==> config.mk <==
export PLATFORM = sky130hd
export DESIGN_NAME = cppwm_top
export DESIGN_NICKNAME = d
export VERILOG_FILES = /design/src/cppwm_pkg.sv /design/src/cppwm_top.sv /design/src/cppwm_fifo.sv
export SDC_FILE = /design/constraint.sdc
export NUM_CORES = 1
export LEC_CHECK = 0
export BUFFER_PORTS_ARGS = -buffer_cell sky130_fd_sc_hd__buf_2
export CAP_MARGIN = 0
export CORE_ASPECT_RATIO = 0.8
export CORE_MARGIN = 4
export CORE_UTILIZATION = 43
export CTS_CLUSTER_SIZE = 16
export DETAILED_ROUTE_END_ITERATION = 10
export PLACE_DENSITY = 0.66
export SLEW_MARGIN = 20
export SYNTH_ARGS = -nofsm -noshare
export SYNTH_HDL_FRONTEND = slang
export SYNTH_HIERARCHICAL = 1
export SYNTH_SLANG_ARGS = --single-unit
==> constraint.sdc <==
create_clock -name i_core_clk -period 9.2 [get_ports i_core_clk]
set_clock_uncertainty 0.05 [all_clocks]
set_input_delay 0.92 -clock i_core_clk [delete_from_list [all_inputs] [get_ports i_core_clk]]
set_output_delay 0.92 -clock i_core_clk [all_outputs]
set_load 0.05 [all_outputs]
==> src/cppwm_pkg.sv <==
package cppwm_pkg;

  localparam int          CPPWM_REG_W          = 8;
  localparam int          CPPWM_SMP_W          = 16;
  localparam logic [7:0]  CPPWM_PRIMARY_CTRL   = 8'h01;
  localparam logic [7:0]  CPPWM_CTRL_RESET     = 8'h00;
  localparam logic [7:0]  CPPWM_CTRL_WMASK     = 8'h3A;
  localparam int          CPPWM_SOFT_RST_BIT   = 7;
  localparam int          CPPWM_SHAPE_LSB      = 4;
  localparam int          CPPWM_EN_BIT         = 3;
  localparam int          CPPWM_LOOP_BIT       = 1;
  localparam logic [1:0]  CPPWM_SHAPE_DS       = 2'h0;
  localparam logic [1:0]  CPPWM_SHAPE_CENTER   = 2'h1;
  localparam logic [1:0]  CPPWM_SHAPE_TRAIL    = 2'h2;

  localparam longint      CPPWM_CORE_HZ        = 125000000;
  localparam longint      CPPWM_BIT_HZ         = 16384000;
  localparam longint      CPPWM_SAMPLE_HZ      = 16000;
  localparam longint      CPPWM_HALF_HZ        = 32000;
  localparam logic [31:0] CPPWM_TICK_INC       =
    32'((CPPWM_BIT_HZ * 64'h1_0000_0000) / CPPWM_CORE_HZ);
  localparam int          CPPWM_FRAME_TICKS    = int'(CPPWM_BIT_HZ / CPPWM_SAMPLE_HZ);
  localparam int          CPPWM_HALF_TICKS     = int'(CPPWM_BIT_HZ / CPPWM_HALF_HZ);
  localparam int          CPPWM_FIFO_DEPTH     = 16;

  typedef struct packed {
    logic       wr;
    logic       rd;
    logic [7:0] addr;
    logic [7:0] wdata;
  } cppwm_reg_req_t;

  typedef struct packed {
    logic signed [CPPWM_SMP_W-1:0] tx;
    logic signed [CPPWM_SMP_W-1:0] rx;
  } cppwm_audio_t;

endpackage : cppwm_pkg

==> src/cppwm_top.sv <==
// What this block does
// - Writing one to soft reset returns every control field to reset value.
// - Soft reset bit clears itself and always reads back as zero.
// - Shape 00 gives a 16.384 MHz delta-sigma stream of the summed audio.
// - Shape 01 gives balanced pulses centred in each 16 kHz sample period.
// - Shape 10 falls at each 32 kHz boundary, rises at amplitude-proportional point.
// - Enabled with shape 00, 01 or 10, transmit plus receive audio drives the progress output as pulses; shape 11 holds it low.
// - Disabled, the progress output carries no pulse stream.
// - Loopback bit loops data across the barrier through both filters.
// - Shared pin is progress output when select is zero, interrupt when one.
`timescale 1ns/1ps
module cppwm_top
  import cppwm_pkg::*;
#(
  parameter int FIFO_DEPTH = CPPWM_FIFO_DEPTH
) (
  // Clock and reset.
  input  wire logic           i_core_clk,
  input  wire logic           i_rst_n,
  // Control port.
  input  wire cppwm_reg_req_t i_reg_req,
  output logic          [7:0] o_reg_rdata,
  output logic                o_reg_rvalid,
  // Audio samples.
  input  wire logic           i_audio_valid,
  output logic                o_audio_ready,
  input  wire cppwm_audio_t   i_audio,
  // Shared pin and neighbours.
  input  wire logic           i_interrupt_pin_select,
  input  wire logic           i_interrupt_level,
  output logic                o_shared_progress_interrupt_pin,
  output logic                o_barrier_loopback_enable,
  output logic                o_soft_reset_pulse
);

  logic [7:0]             ctrl;
  logic [7:0]             next_ctrl;
  logic [7:0]             rdata;
  logic [7:0]             next_rdata;
  logic                   rvalid;
  logic                   soft_rst;
  logic                   next_soft_rst;
  logic [31:0]            phase;
  logic [31:0]            next_phase;
  logic                   tick;
  logic                   next_tick;
  logic [9:0]             pos;
  logic [9:0]             next_pos;
  logic [15:0]            level;
  logic [15:0]            next_level;
  logic [16:0]            ds_acc;
  logic [16:0]            next_ds_acc;
  logic                   pin;
  logic                   next_pin;
  logic                   pwm_bit;
  logic                   fifo_valid;
  logic                   fifo_pop;
  cppwm_audio_t           fifo_data;
  logic signed [16:0]     sum;
  logic [15:0]            samp_u;
  logic [10:0]            lo;
  logic                   frame_end;

  function automatic logic ctrl_hit(input cppwm_reg_req_t req);
    ctrl_hit = (req.addr == CPPWM_PRIMARY_CTRL);
  endfunction : ctrl_hit

  always_comb begin
    next_ctrl     = ctrl;
    next_soft_rst = 1'b0;
    next_rdata    = rdata;
    if (i_reg_req.wr && ctrl_hit(i_reg_req)) begin
      if (i_reg_req.wdata[CPPWM_SOFT_RST_BIT]) begin
        next_ctrl     = CPPWM_CTRL_RESET;
        next_soft_rst = 1'b1;
      end else begin
        next_ctrl = i_reg_req.wdata & CPPWM_CTRL_WMASK;
      end
    end
    if (i_reg_req.rd) begin
      next_rdata = ctrl_hit(i_reg_req) ? (ctrl & CPPWM_CTRL_WMASK) : 8'h00;
    end
  end

  always_ff @(posedge i_core_clk) begin
    if (!i_rst_n) begin
      ctrl     <= CPPWM_CTRL_RESET;
      soft_rst <= 1'b0;
      rdata    <= 8'h00;
      rvalid   <= 1'b0;
    end else begin
      ctrl     <= next_ctrl;
      soft_rst <= next_soft_rst;
      rdata    <= next_rdata;
      rvalid   <= i_reg_req.rd;
    end
  end

  assign o_reg_rdata        = rdata;
  assign o_reg_rvalid       = rvalid;
  assign o_soft_reset_pulse = soft_rst;
  // loopback level for the barrier path.
  assign o_barrier_loopback_enable = ctrl[CPPWM_LOOP_BIT];

  // The FIFO absorbs bursty sample delivery; it drains one word per sample period.
  cppwm_fifo #(
    .WIDTH ($bits(cppwm_audio_t)),
    .DEPTH (FIFO_DEPTH)
  ) u_fifo (
    .i_core_clk  (i_core_clk),
    .i_rst_n     (i_rst_n),
    .i_clear     (soft_rst),
    .i_in_valid  (i_audio_valid),
    .o_in_ready  (o_audio_ready),
    .i_in_data   (i_audio),
    .o_out_valid (fifo_valid),
    .i_out_ready (fifo_pop),
    .o_out_data  (fifo_data)
  );

  assign frame_end = tick && (pos == 10'(CPPWM_FRAME_TICKS - 1));
  assign fifo_pop  = frame_end;

  // sum both audio paths; loopback returns transmit as receive.
  always_comb begin
    sum = 17'(fifo_data.tx) + (ctrl[CPPWM_LOOP_BIT] ? 17'(fifo_data.tx) : 17'(fifo_data.rx));
    samp_u = {~sum[16], sum[15:1]};
  end

  // bit clock, sample framing and pulse shaping.
  always_comb begin
    next_phase  = phase + CPPWM_TICK_INC;
    next_tick   = (next_phase < phase);
    next_pos    = tick ? pos + 10'h001 : pos;
    next_level  = (frame_end && fifo_valid) ? samp_u : level;
    next_ds_acc = tick ? ({1'b0, ds_acc[15:0]} + {1'b0, level}) : ds_acc;
    lo          = 11'h200 - {2'h0, level[15:7]};
    case (ctrl[CPPWM_SHAPE_LSB +: 2])
      CPPWM_SHAPE_DS:     pwm_bit = ds_acc[16];
      CPPWM_SHAPE_CENTER: pwm_bit = ({1'b0, pos} >= lo) && ({1'b0, pos} < lo + 11'(level[15:6]));
      CPPWM_SHAPE_TRAIL:  pwm_bit = pos[8:0] > level[15:7];
      default:            pwm_bit = 1'b0;
    endcase
    // interrupt mode takes the pin over.
    if (i_interrupt_pin_select) begin
      next_pin = i_interrupt_level;
    end else if (ctrl[CPPWM_EN_BIT]) begin
      next_pin = pwm_bit;
    end else begin
      next_pin = 1'b0;
    end
  end

  always_ff @(posedge i_core_clk) begin
    if (!i_rst_n || soft_rst) begin
      phase  <= 32'h0000_0000;
      tick   <= 1'b0;
      pos    <= 10'h000;
      level  <= 16'h8000;
      ds_acc <= 17'h0_0000;
    end else begin
      phase  <= next_phase;
      tick   <= next_tick;
      pos    <= next_pos;
      level  <= next_level;
      ds_acc <= next_ds_acc;
    end
  end

  // Soft reset leaves the pin register alone, so an interrupt level is never cut short.
  always_ff @(posedge i_core_clk) begin
    if (!i_rst_n) begin
      pin <= 1'b0;
    end else begin
      pin <= next_pin;
    end
  end

  assign o_shared_progress_interrupt_pin = pin;
endmodule : cppwm_top

==> src/cppwm_fifo.sv <==
`timescale 1ns/1ps
module cppwm_fifo #(
  parameter int WIDTH = 32,
  parameter int DEPTH = 16
) (
  // Clock and reset.
  input  wire logic             i_core_clk,
  input  wire logic             i_rst_n,
  input  wire logic             i_clear,
  // Fill side.
  input  wire logic             i_in_valid,
  output logic                  o_in_ready,
  input  wire logic [WIDTH-1:0] i_in_data,
  // Drain side.
  output logic                  o_out_valid,
  input  wire logic             i_out_ready,
  output logic      [WIDTH-1:0] o_out_data
);
  localparam int AW = $clog2(DEPTH);

  logic [WIDTH-1:0] mem [DEPTH];
  logic [AW-1:0]    wr_ptr;
  logic [AW-1:0]    rd_ptr;
  logic [AW:0]      count;
  logic [AW-1:0]    next_wr_ptr;
  logic [AW-1:0]    next_rd_ptr;
  logic [AW:0]      next_count;
  logic             push;
  logic             pop;

  assign o_in_ready  = (count != (AW+1)'(DEPTH));
  assign o_out_valid = (count != '0);
  assign o_out_data  = mem[rd_ptr];
  assign push        = i_in_valid && o_in_ready;
  assign pop         = o_out_valid && i_out_ready;

  always_comb begin
    next_wr_ptr = push ? ((wr_ptr == AW'(DEPTH-1)) ? '0 : wr_ptr + 1'b1) : wr_ptr;
    next_rd_ptr = pop ? ((rd_ptr == AW'(DEPTH-1)) ? '0 : rd_ptr + 1'b1) : rd_ptr;
    next_count  = count + (AW+1)'(push) - (AW+1)'(pop);
    if (i_clear) begin
      next_wr_ptr = '0;
      next_rd_ptr = '0;
      next_count  = '0;
    end
  end

  always_ff @(posedge i_core_clk) begin
    if (!i_rst_n) begin
      wr_ptr <= '0;
      rd_ptr <= '0;
      count  <= '0;
    end else begin
      wr_ptr <= next_wr_ptr;
      rd_ptr <= next_rd_ptr;
      count  <= next_count;
    end
  end

  always_ff @(posedge i_core_clk) begin
    if (push) begin
      mem[wr_ptr] <= i_in_data;
    end
  end
endmodule : cppwm_fifo

# After elaboration in Yosys (flattened, before gate mapping)
# Memory sizes are Yosys's and may differ from the RTL's. A register that Yosys moved wholly into a read port is not among the register bits.
# Cells that the tools add are included.
# op_classes
n_lt_le_gt_ge	4
eq_ne	7
muxes	13
bitwise_logic	2
addsub	10
n_reduce_logical	11
# op_table
cell	count
$add A32 B30 Y32 const B	1
$lt A32 B32 Y1	1
$add A16 B16 Y17	1
$add A16 B17 Y17	1
$mux W17	1
$mux W4	4
$mux W6	2
$add A11 B10 Y11	1
$ge A10 B11 Y1	1
$lt A10 B11 Y1	1
$sub A10 B9 Y11 const A	1
$add A10 B1 Y10 const B	1
$eq A10 B10 Y1 const B	1
$gt A9 B9 Y1	1
$add A4 B1 Y4 const B	2
$eq A4 B4 Y1 const B	2
$eq A8 B1 Y1 const B	1
$add A5 B1 Y5	1
$logic_and A1 B1 Y1	5
$mux W1	5
$ne A5 B5 Y1 const B	1
$reduce_bool A5 Y1	1
$sub A5 B1 Y5	1
$pmux W1 S3	1
other kinds (8)	9
# totals
out_inout_bits	13
input_bits	55
regBits	106
memories	1
ramBits	512
# mem_list
memory	words	word_bits	rd	rd_clocked_by_memory_dff	wr	line	source
u_fifo.mem	16	32	1	1	1	cppwm_fifo.sv:21	logic [WIDTH-1:0] mem [DEPTH];

# Longest topological paths before layout
# Gate-level depths: netlist of run 1.
# depth
ltp_word	7
depth_mapped	18
depth_no_buf	16

# Cells and area by module
# The synthesis of run 1 kept the hierarchy.
# modules_own_cells
mod	seq_area_each_um2	area_each_um2	instances	cells_each
cppwm_fifo	15715.1	20033.0	1	892
cppwm_top	1741.7	6448.7	1	773

# Least setup slack after synthesis of run 1
# OpenSTA, ideal clock, no wires.
# synth_path
kind	register to register
start	register level[7]
end	register pin, in the netlist o_shared_progress_interrupt_pin
period_less_slack_ns	3.684
path_slack_ns	5.516
setup_ns	0.087
path_stages_with_launch	18
required_ns	9.063
n_path_buf	2
arrival_ns	3.547
path_cell_list	dfxtp_1 -> buf_2 -> inv_1 -> ha_1 -> buf_2 -> and3_1 -> xnor2_1 -> ha_1 -> and3_1 -> a211oi_1 -> nand2_1 -> ha_1 -> o211a_1 -> a2111oi_0 -> o21ai_0 -> a31oi_1 -> nor3_1 -> o31ai_1
# synth_via
elab_chain_len	7
# synth_rtl
item	line	source
start: declaration	cppwm_top.sv:49	logic [15:0] level;
start signal: assignment	cppwm_top.sv:165	level <= next_level;
$sub A10 B9 Y11	cppwm_top.sv:137	lo = 11'h200 - {2'h0, level[15:7]};
$add A11 B10 Y11	cppwm_top.sv:140	CPPWM_SHAPE_CENTER: pwm_bit = ({1'b0, pos} >= lo) && ({1'b0, pos} < lo + 11'(level[15:6]));
$lt A10 B11 Y1	cppwm_top.sv:140	
$logic_and A1 B1 Y1	cppwm_top.sv:140	
$pmux W1 S3 (*)	cppwm_top.sv:138	case (ctrl[CPPWM_SHAPE_LSB +: 2])
$mux W1 (*)	cppwm_top.sv:147	end else if (ctrl[CPPWM_EN_BIT]) begin
$mux W1 (*)	cppwm_top.sv:145	if (i_interrupt_pin_select) begin
end signal: assignment	cppwm_top.sv:175	pin <= next_pin;
end: declaration	cppwm_top.sv:53	logic pin;
# Every way passes the cells marked *; elsewhere a longest branch is shown, timed or not.
# A chain may end at the register's enable or synchronous reset.

==> parameters.txt, run 1 <==
Parameter                              Value

Status
  Outcome ... finished clean

Hold path
  Worst min-delay path endpoint ... level[2]
  Min-delay src ... level[2]
  Hold Path Stages ... 2
  Hold crit path type ... register to register

Drt
  Number of iterations in the first detailed-routing pass ... 5
  Count of unresolved DRC violations after routing ... 0
  Via count ... 14630
  Average via count per standard cell ... 5.586
  ANT nets after route ... 0
  Initial DRC count ... 1151
  Total wire length after detailed routing ... 57.90 mm
  Average wire per standard cell ... 22.11 µm

CTS
  Number of H-tree levels ... 2
  CTS clk-pin slew, worst paths ... 0.07 ns
  CTS Hold Bufs ... 0
  Resized cells post-CTS ... 0
  Longest Clk Path Bufs ... 3
  Number of CTS-inserted buffers ... 56
  Clock tree sinks ... 616
  Clock root cell ... sky130_fd_sc_hd__clkbuf_16
  Clock latency at the later pin of the worst-skew pair ... 0.64 ns
  TritonCTS clock tree ... done
  Count of buffers added by post-CTS timing repair for setup ... 0

Synth
  Number of instances in the synthesized netlist ... 1665
  Avg Synthesized Cell Area ... 15.90 µm²
  Netlist area before placement ... 26480 µm²
  Number of enable flip-flop cells after synthesis ... 512
  Sequential cell area fraction in the yosys report ... 65.92%
  Post-synthesis async set-or-reset flop share ... 0%
  Synth Flop Type ... sky130_fd_sc_hd__edfxtp_1
  Ys Warns ... 6
  Unique cell type count in the Yosys netlist ... 79
  Seq cells post-synth ... 616

Timing
  Achievable frequency ... 0.2015 GHz
  Setup violations, final ... 0
  Minimum clock period ... 4.962 ns
  Number of slew-limit violations in the final report ... 0
  Setup repair after global routing missed its margin ... false
  Final-report hold violation count ... 0
  Post-route clock period utilization ... 53.93%
  Total negative slack for setup checks ... 0 ns
  Max-slew headroom ... 46.65%
  Worst slew pin tran ... 0.8003 ns

Floorplan
  Core Footprint ... 61010 µm²
  Full die area ... 65640 µm²
  Ports ... 68
  Num rows ... 81
  Initial Util ... 43.40%
  Vertical die dimension ... 230.0 µm
  Die W ... 285.5 µm

Global routing
  Via count of the first global-routing pass ... 14920
  Global-route wire length before repair ... 88.58 mm
  Leftover overflow at the end of global routing ... 0
  Largest net degree at the start of global routing ... 69
  Antenna violations before repair ... 7
  All-Layer GR Usage ... 17.65%

Placed design
  Post-detailed-placement half-perimeter wirelength ... 32.34 mm
  IO buf count ... 60
  GP Congestion ... 0.7877

Critical path
  Required time at the worst-slack endpoint ... 9.65 ns
  Worst-case register-to-register setup slack ... 4.24 ns
  Number of cells traversed by the worst register-to-register path ... 13
  Crit end category ... register
  CP max FO ... 35
  Critical path start-end classification ... register to register
  Arr. time, crit path ... 5.41 ns
  Sort of element at the start of the critical path ... register
  Crit Reg-Reg Endpoint ... level[15]

Run
  Maxcap violations ... 0

Finish
  Net count, final ... 1893
  Area overhead of the layout relative to synthesis ... 11.53%
  Leading cell types in the layout, fill and taps excluded ... sky130_fd_sc_hd__edfxtp_1 (512), sky130_fd_sc_hd__mux4_2 (128), sky130_fd_sc_hd__dfxtp_1 (102), sky130_fd_sc_hd__ha_1 (95), sky130_fd_sc_hd__nand2_1 (83)
  Share of layout cells above drive strength 1 ... 19.47%
  Leading cell type in the layout, fill and taps excluded ... sky130_fd_sc_hd__edfxtp_1
  Fill cell total of the finished layout ... 5127

Power
  Pwr Total ... 6.052 mW
  Maximum resistive drop on vdd ... 0.0002083 V
  Leakage power of the design ... 9.829 nW
  Pwr per Cell Area ... 204.9 nW/µm²
==> stage by stage <==
stage	instance area, µm²	hold WS, ns	util [%]	setup WS (ns)	std cells
3_3_place_gp	27730	0.4048	45.46	4.241	2512
6_report	29540	0.4169	48.41	4.238	2619
5_1_grt	29530	0.4365	48.41	3.850	2618
2_1_floorplan	26490	0.3862	-	5.516	1668
4_1_cts	29530	0.4181	48.40	4.160	2617
3_5_place_dp	27730	0.4076	45.46	4.217	2512
==> Yosys cell counts (6+ instances only) <==
master | number | area (µm²)
sky130_fd_sc_hd__nor2_1 | 80 | 300.3
sky130_fd_sc_hd__nand2b_1 | 15 | 93.84
sky130_fd_sc_hd__nor3b_1 | 8 | 60.06
sky130_fd_sc_hd__o21a_1 | 9 | 67.56
sky130_fd_sc_hd__and3_1 | 21 | 131.4
sky130_fd_sc_hd__nand4_1 | 6 | 37.54
sky130_fd_sc_hd__edfxtp_1 | 512 | 15370
sky130_fd_sc_hd__buf_2 | 13 | 65.06
sky130_fd_sc_hd__o21ai_0 | 23 | 115.1
sky130_fd_sc_hd__a211oi_1 | 10 | 75.07
sky130_fd_sc_hd__nand3_1 | 39 | 195.2
sky130_fd_sc_hd__buf_1 | 10 | 37.54
sky130_fd_sc_hd__and2_1 | 21 | 131.4
sky130_fd_sc_hd__or3_1 | 9 | 56.30
sky130_fd_sc_hd__inv_1 | 60 | 225.2
sky130_fd_sc_hd__nand2_1 | 83 | 311.6
sky130_fd_sc_hd__buf_4 | 14 | 105.1
sky130_fd_sc_hd__o21ai_1 | 16 | 80.08
sky130_fd_sc_hd__a22oi_1 | 64 | 480.5
sky130_fd_sc_hd__dfxtp_1 | 104 | 2082
sky130_fd_sc_hd__mux2_2 | 14 | 157.7
sky130_fd_sc_hd__a21boi_0 | 6 | 45.04
sky130_fd_sc_hd__clkbuf_1 | 34 | 127.6
sky130_fd_sc_hd__nor2b_1 | 19 | 118.9
sky130_fd_sc_hd__a21oi_1 | 62 | 310.3
sky130_fd_sc_hd__a21o_1 | 19 | 142.6
sky130_fd_sc_hd__xor2_1 | 19 | 166.4
sky130_fd_sc_hd__nor3_1 | 19 | 95.09
sky130_fd_sc_hd__mux2i_1 | 9 | 90.09
sky130_fd_sc_hd__xnor2_1 | 32 | 280.3
sky130_fd_sc_hd__ha_1 | 95 | 1189
sky130_fd_sc_hd__a31oi_1 | 9 | 56.30
sky130_fd_sc_hd__mux4_2 | 128 | 2883
==> sequential cells by signal (all words and copies together) (netlist names), named ones only <==
signal,count
o_reg_rdata,4
pos,10
o_reg_rvalid,1
o_shared_progress_interrupt_pin,1
ctrl,4
u_fifo/rd_ptr,4
ds_acc,17
level,16
o_soft_reset_pulse,1
tick,1
phase,32
u_fifo/wr_ptr,4
u_fifo/mem,512
u_fifo/count,5
==> worst max-delay path by stage <==
stage	start	endpoint	slack (ns)	cells past startpoint
final	register	level[15]	4.24	13
after global routing	register	level[15]	3.85	13
after CTS	register	level[15]	4.16	13
after detailed placement	register	level[15]	4.22	13
after global placement	register	level[15]	4.24	13
after floorplan	level[7]	o_shared_progress_interrupt_pin	5.52	17
==> worst max-delay path, cell delays in order (launching register included) <==
cell and delay (ns):
sky130_fd_sc_hd__dfxtp_4 0.86, sky130_fd_sc_hd__buf_4 0.66, sky130_fd_sc_hd__mux4_2 0.59, sky130_fd_sc_hd__a22oi_1 0.23
sky130_fd_sc_hd__nand2_1 0.21, sky130_fd_sc_hd__mux2_2 0.32, sky130_fd_sc_hd__ha_1 0.32, sky130_fd_sc_hd__nor2b_1 0.17
sky130_fd_sc_hd__o21a_1 0.19, sky130_fd_sc_hd__o21ai_1 0.24, sky130_fd_sc_hd__a21oi_1 0.15, sky130_fd_sc_hd__a21o_1 0.24
sky130_fd_sc_hd__a211o_1 0.27, sky130_fd_sc_hd__a221o_1 0.29
==> metal layers <==
layer / track usage (%) / vias up / part of all wire, %
met4: 4.896 / 8 / 2.2
li1: - / 6680 / -
met5: 0 / - / 0.073
met2: 29.07 / 454 / 48
met3: 3.826 / 90 / 7.4
met1: 23.91 / 7397 / 42
==> logic make-up (layout without fill, tap and decap cells) <==
group / count (synthesis) / count (layout) / share of synthesized area, %
xor gates and xnor gates: 51 / 51 / 1.687
and+or+nand+nor: 341 / 341 / 6.478
buffers and inverters: 136 / 255 / 2.292
DFF: 616 / 616 / 65.92
muxes: 151 / 151 / 11.82
other: 1 / 6 / 0.01416
adders and majority gates: 98 / 98 / 4.715
AOI/OAI and AO/OA: 271 / 271 / 7.073
==> power breakdown <==
part / internal (mW) / switching [mW] / leakage, nW / total, mW
combinational: 0.240 / 0.367 / 3.49 / 0.606
sequential: 3.12 / 0.0530 / 5.47 / 3.17
clock: 1.25 / 1.02 / 0.869 / 2.27
==> final cells by class <==
cell class / instances / area [µm²] / area share [%]
antenna: 2 / 5.005 / 0.01694
clock buffer: 67 / 1463 / 4.952
clock inverter: 38 / 334.1 / 1.131
inverter: 62 / 232.7 / 0.7879
multi-input combinational: 916 / 8476 / 28.70
sequential: 616 / 17460 / 59.13
tap: 830 / 1039 / 3.516
timing repair buffer: 88 / 523.0 / 1.771
(Power assumes the default switching activity.)
==> run 2, diff against run 1 <==
--- a/config.mk
+++ b/config.mk
@@ -12,7 +12,7 @@
 export CORE_UTILIZATION = 43
 export CTS_CLUSTER_SIZE = 16
 export DETAILED_ROUTE_END_ITERATION = 10
-export PLACE_DENSITY = 0.66
+export PLACE_DENSITY = 0.69
 export SLEW_MARGIN = 20
 export SYNTH_ARGS = -nofsm -noshare
 export SYNTH_HDL_FRONTEND = slang
==> constraint.sdc (replaced) <==
create_clock -name i_core_clk -period 4.2 [get_ports i_core_clk]
set_clock_uncertainty 0.05 [all_clocks]
set_input_delay 0.42 -clock i_core_clk [delete_from_list [all_inputs] [get_ports i_core_clk]]
set_output_delay 0.42 -clock i_core_clk [all_outputs]
set_load 0.05 [all_outputs]
==> run 2 against run 1 <==
Against the previous run: non-clock buffer count is 44 higher; register-to-register slack worse by 4.1 ns; critical path type unchanged; sequential share of layout area is 0.86 points lower; combinational power is 130% higher; fmax is 23% higher; largest cell class unchanged; global-route usage is 0.12 points higher.
==> parameters.txt, run 2 (synthesis results as in run 1) <==
Parameter                              Value

Status
  Outcome ... finished clean

Floorplan
  Full die area ... 65640 µm²
  Num rows ... 81
  Core Footprint ... 61010 µm²
  Ports ... 68
  Vertical die dimension ... 230.0 µm
  Die W ... 285.5 µm
  Initial Util ... 43.40%

Critical path
  Buf/Inv on CP ... 1
  Critical path start-end classification ... register to register
  Largest delay share family, worst path ... compound AO/OA/AOI/OAI gates
  CP max FO ... 38
  Required time at the worst-slack endpoint ... 4.62 ns
  Critical Path Most Common Cell ... sky130_fd_sc_hd__a21o_1
  Crit end category ... register
  Cell-by-cell trace of the critical path ... buf_16, mux4_2, a22oi_1, nand2_1, mux2_2, ha_1, a21o_1, a311o_1, a31o_1, a21o_1, a221oi_2, xor2_1, o21ai_1
  Largest stage delay, worst path ... 0.54 ns
  Critical-path cell with the highest stage delay ... sky130_fd_sc_hd__mux4_2
  Sort of element at the start of the critical path ... register
  Arr. time, crit path ... 4.44 ns

Power
  Switching power ... 3.148 mW
  Maximum resistive drop on vdd ... 0.0003806 V
  Switching share of power ... 23.75%
  Leakage power of the design ... 10.09 nW
  Register share of total power ... 52.5%
  Share of total power in the clock network ... 37.2%
  Pwr per Cell Area ... 442.2 nW/µm²
  Gate power share ... 10.3%
  Internal power ... 10.11 mW

Timing
  Post-route clock period utilization ... 95.69%
  Setup repair after global routing missed its margin ... false
  Setup violations, final ... 0
  Minimum clock period ... 4.019 ns
  Worst slew pin tran ... 0.9849 ns
  Final-report hold violation count ... 0
  Achievable frequency ... 0.2488 GHz
  Number of slew-limit violations in the final report ... 0
  Max-slew headroom ... 34.18%
  Total negative slack for setup checks ... 0 ns

Finish
  Leading cell types in the layout, fill and taps excluded ... sky130_fd_sc_hd__edfxtp_1 (512), sky130_fd_sc_hd__mux4_2 (128), sky130_fd_sc_hd__dfxtp_1 (101), sky130_fd_sc_hd__ha_1 (95), sky130_fd_sc_hd__nand2_1 (83)
  Net count, final ... 1936
  Top flop regs ... u_fifo/mem x512, phase x32, ds_acc x17
  Area overhead of the layout relative to synthesis ... 13.20%
  Max FFs per register ... 512
  Design Area, Final ... 29980 µm²
  Final Core Density ... 49.13%
  Largest register by flop count ... u_fifo/mem
  Share of layout cells above drive strength 1 ... 21.35%
  Leading cell type in the layout, fill and taps excluded ... sky130_fd_sc_hd__edfxtp_1

Placed design
  GP Congestion ... 0.8294
  Post-detailed-placement half-perimeter wirelength ... 36.96 mm
  IO buf count ... 60
  Instance area at placement ... 28120 µm²

Drt
  Initial DRC count ... 1366
  Average wire per standard cell ... 22.28 µm
  Via count ... 15060
  Number of iterations in the first detailed-routing pass ... 7
  Average via count per standard cell ... 5.662
  Count of unresolved DRC violations after routing ... 0
  Total wire length after detailed routing ... 59.24 mm
  ANT nets after route ... 0

Hold path
  Hold crit path type ... input port to register

CTS
  TritonCTS clock tree ... done
  Number of H-tree levels ... 2
  CTS clk-pin slew, worst paths ... 0.07 ns
  Clock latency at the later pin of the worst-skew pair ... 0.61 ns
  Clock tree sinks ... 616
  Longest Clk Path Bufs ... 3
  Number of CTS-inserted buffers ... 55
  CTS Hold Bufs ... 0
  Clock root cell ... sky130_fd_sc_hd__clkbuf_16

Run
  Maxcap violations ... 0

Global routing
  Largest net degree at the start of global routing ... 40
  Leftover overflow at the end of global routing ... 0
  Via count of the first global-routing pass ... 15010
  All-Layer GR Usage ... 17.78%
  Global-route wire length before repair ... 90.14 mm
  Antenna violations before repair ... 5
run 2: cell types whose count changed in the layout (fill, tap and decap cells not counted), moves of 2 or more:
cell | previous run | this run
sky130_fd_sc_hd__buf_16 | 0 | 2
sky130_fd_sc_hd__clkbuf_1 | 9 | 14
sky130_fd_sc_hd__buf_4 | 27 | 62
sky130_fd_sc_hd__buf_12 | 1 | 6
sky130_fd_sc_hd__clkbuf_8 | 2 | 0
sky130_fd_sc_hd__clkinv_2 | 10 | 8
sky130_fd_sc_hd__clkinv_1 | 17 | 13
run 2: layer usage:
layer	part of all wire, %	up-vias	GRT usage, %
li1	-	6765	-
met1	43	7687	25.19
met2	47	519	28.78
met3	7.4	80	3.677
met4	1.8	4	3.648
met5	0.046	-	0
run 2: through the flow:
stage	total power [mW]	hold WS (ns)	instances	setup WS, ns
finish	13.25	0.04541	2659	0.1811
global route	13.79	0.04296	2657	0.01553
CTS	13.35	0.02027	2653	0.1522
detailed placement	8.449	0.4108	2552	0.2237
global placement	8.361	0.4044	2552	0.2338
floorplan	8.009	0.3862	1668	0.5162
run 2: timing repair:
item / 4_1_cts / 5_1_grt
resized for setup: 0 / 8
setup buffers: 0 / 2
endpoints found under the setup margin: 0 / 5
run 2: worst paths after layout:
| check | startpoint | endpoint | slack, ns | cells past startpoint |
|---|---|---|---|---|
| worst max-delay path | register | level[12] | 0.18 | 13 |
| worst min-delay path | i_reg_req[7] | o_soft_reset_pulse | 0.05 | 3 |
| worst max register to register | register | level[12] | 0.18 | 13 |
| worst min register to register | level[2] | level[2] | 0.42 | 2 |
run 2: power groups by stage:
stage / Clock, mW / Combinational (mW) / Sequential, mW
after floorplan: 0 / 0.947 / 7.06
after global placement: 0 / 1.29 / 7.07
after detailed placement: 0 / 1.36 / 7.09
after CTS: 5.02 / 1.37 / 6.96
after global routing: 5.29 / 1.52 / 6.98
final: 4.93 / 1.37 / 6.96
run 2: layout make-up:
| class | count | area, µm² |
|---|---|---|
| clock inverter | 32 | 321.6 |
| sequential | 616 | 17470 |
| clock buffer | 69 | 1429 |
| inverter | 62 | 232.7 |
| tap | 830 | 1039 |
| fill | 5082 | 31030 |
| timing repair buffer | 132 | 991.0 |
| multi-input combinational | 916 | 8493 |
| antenna | 2 | 5.005 |
run 2: worst min-delay path, stage by stage:
cell                      delay, ns
sky130_fd_sc_hd__buf_2         0.13
sky130_fd_sc_hd__nand2_1       0.06
sky130_fd_sc_hd__nor2_1        0.03
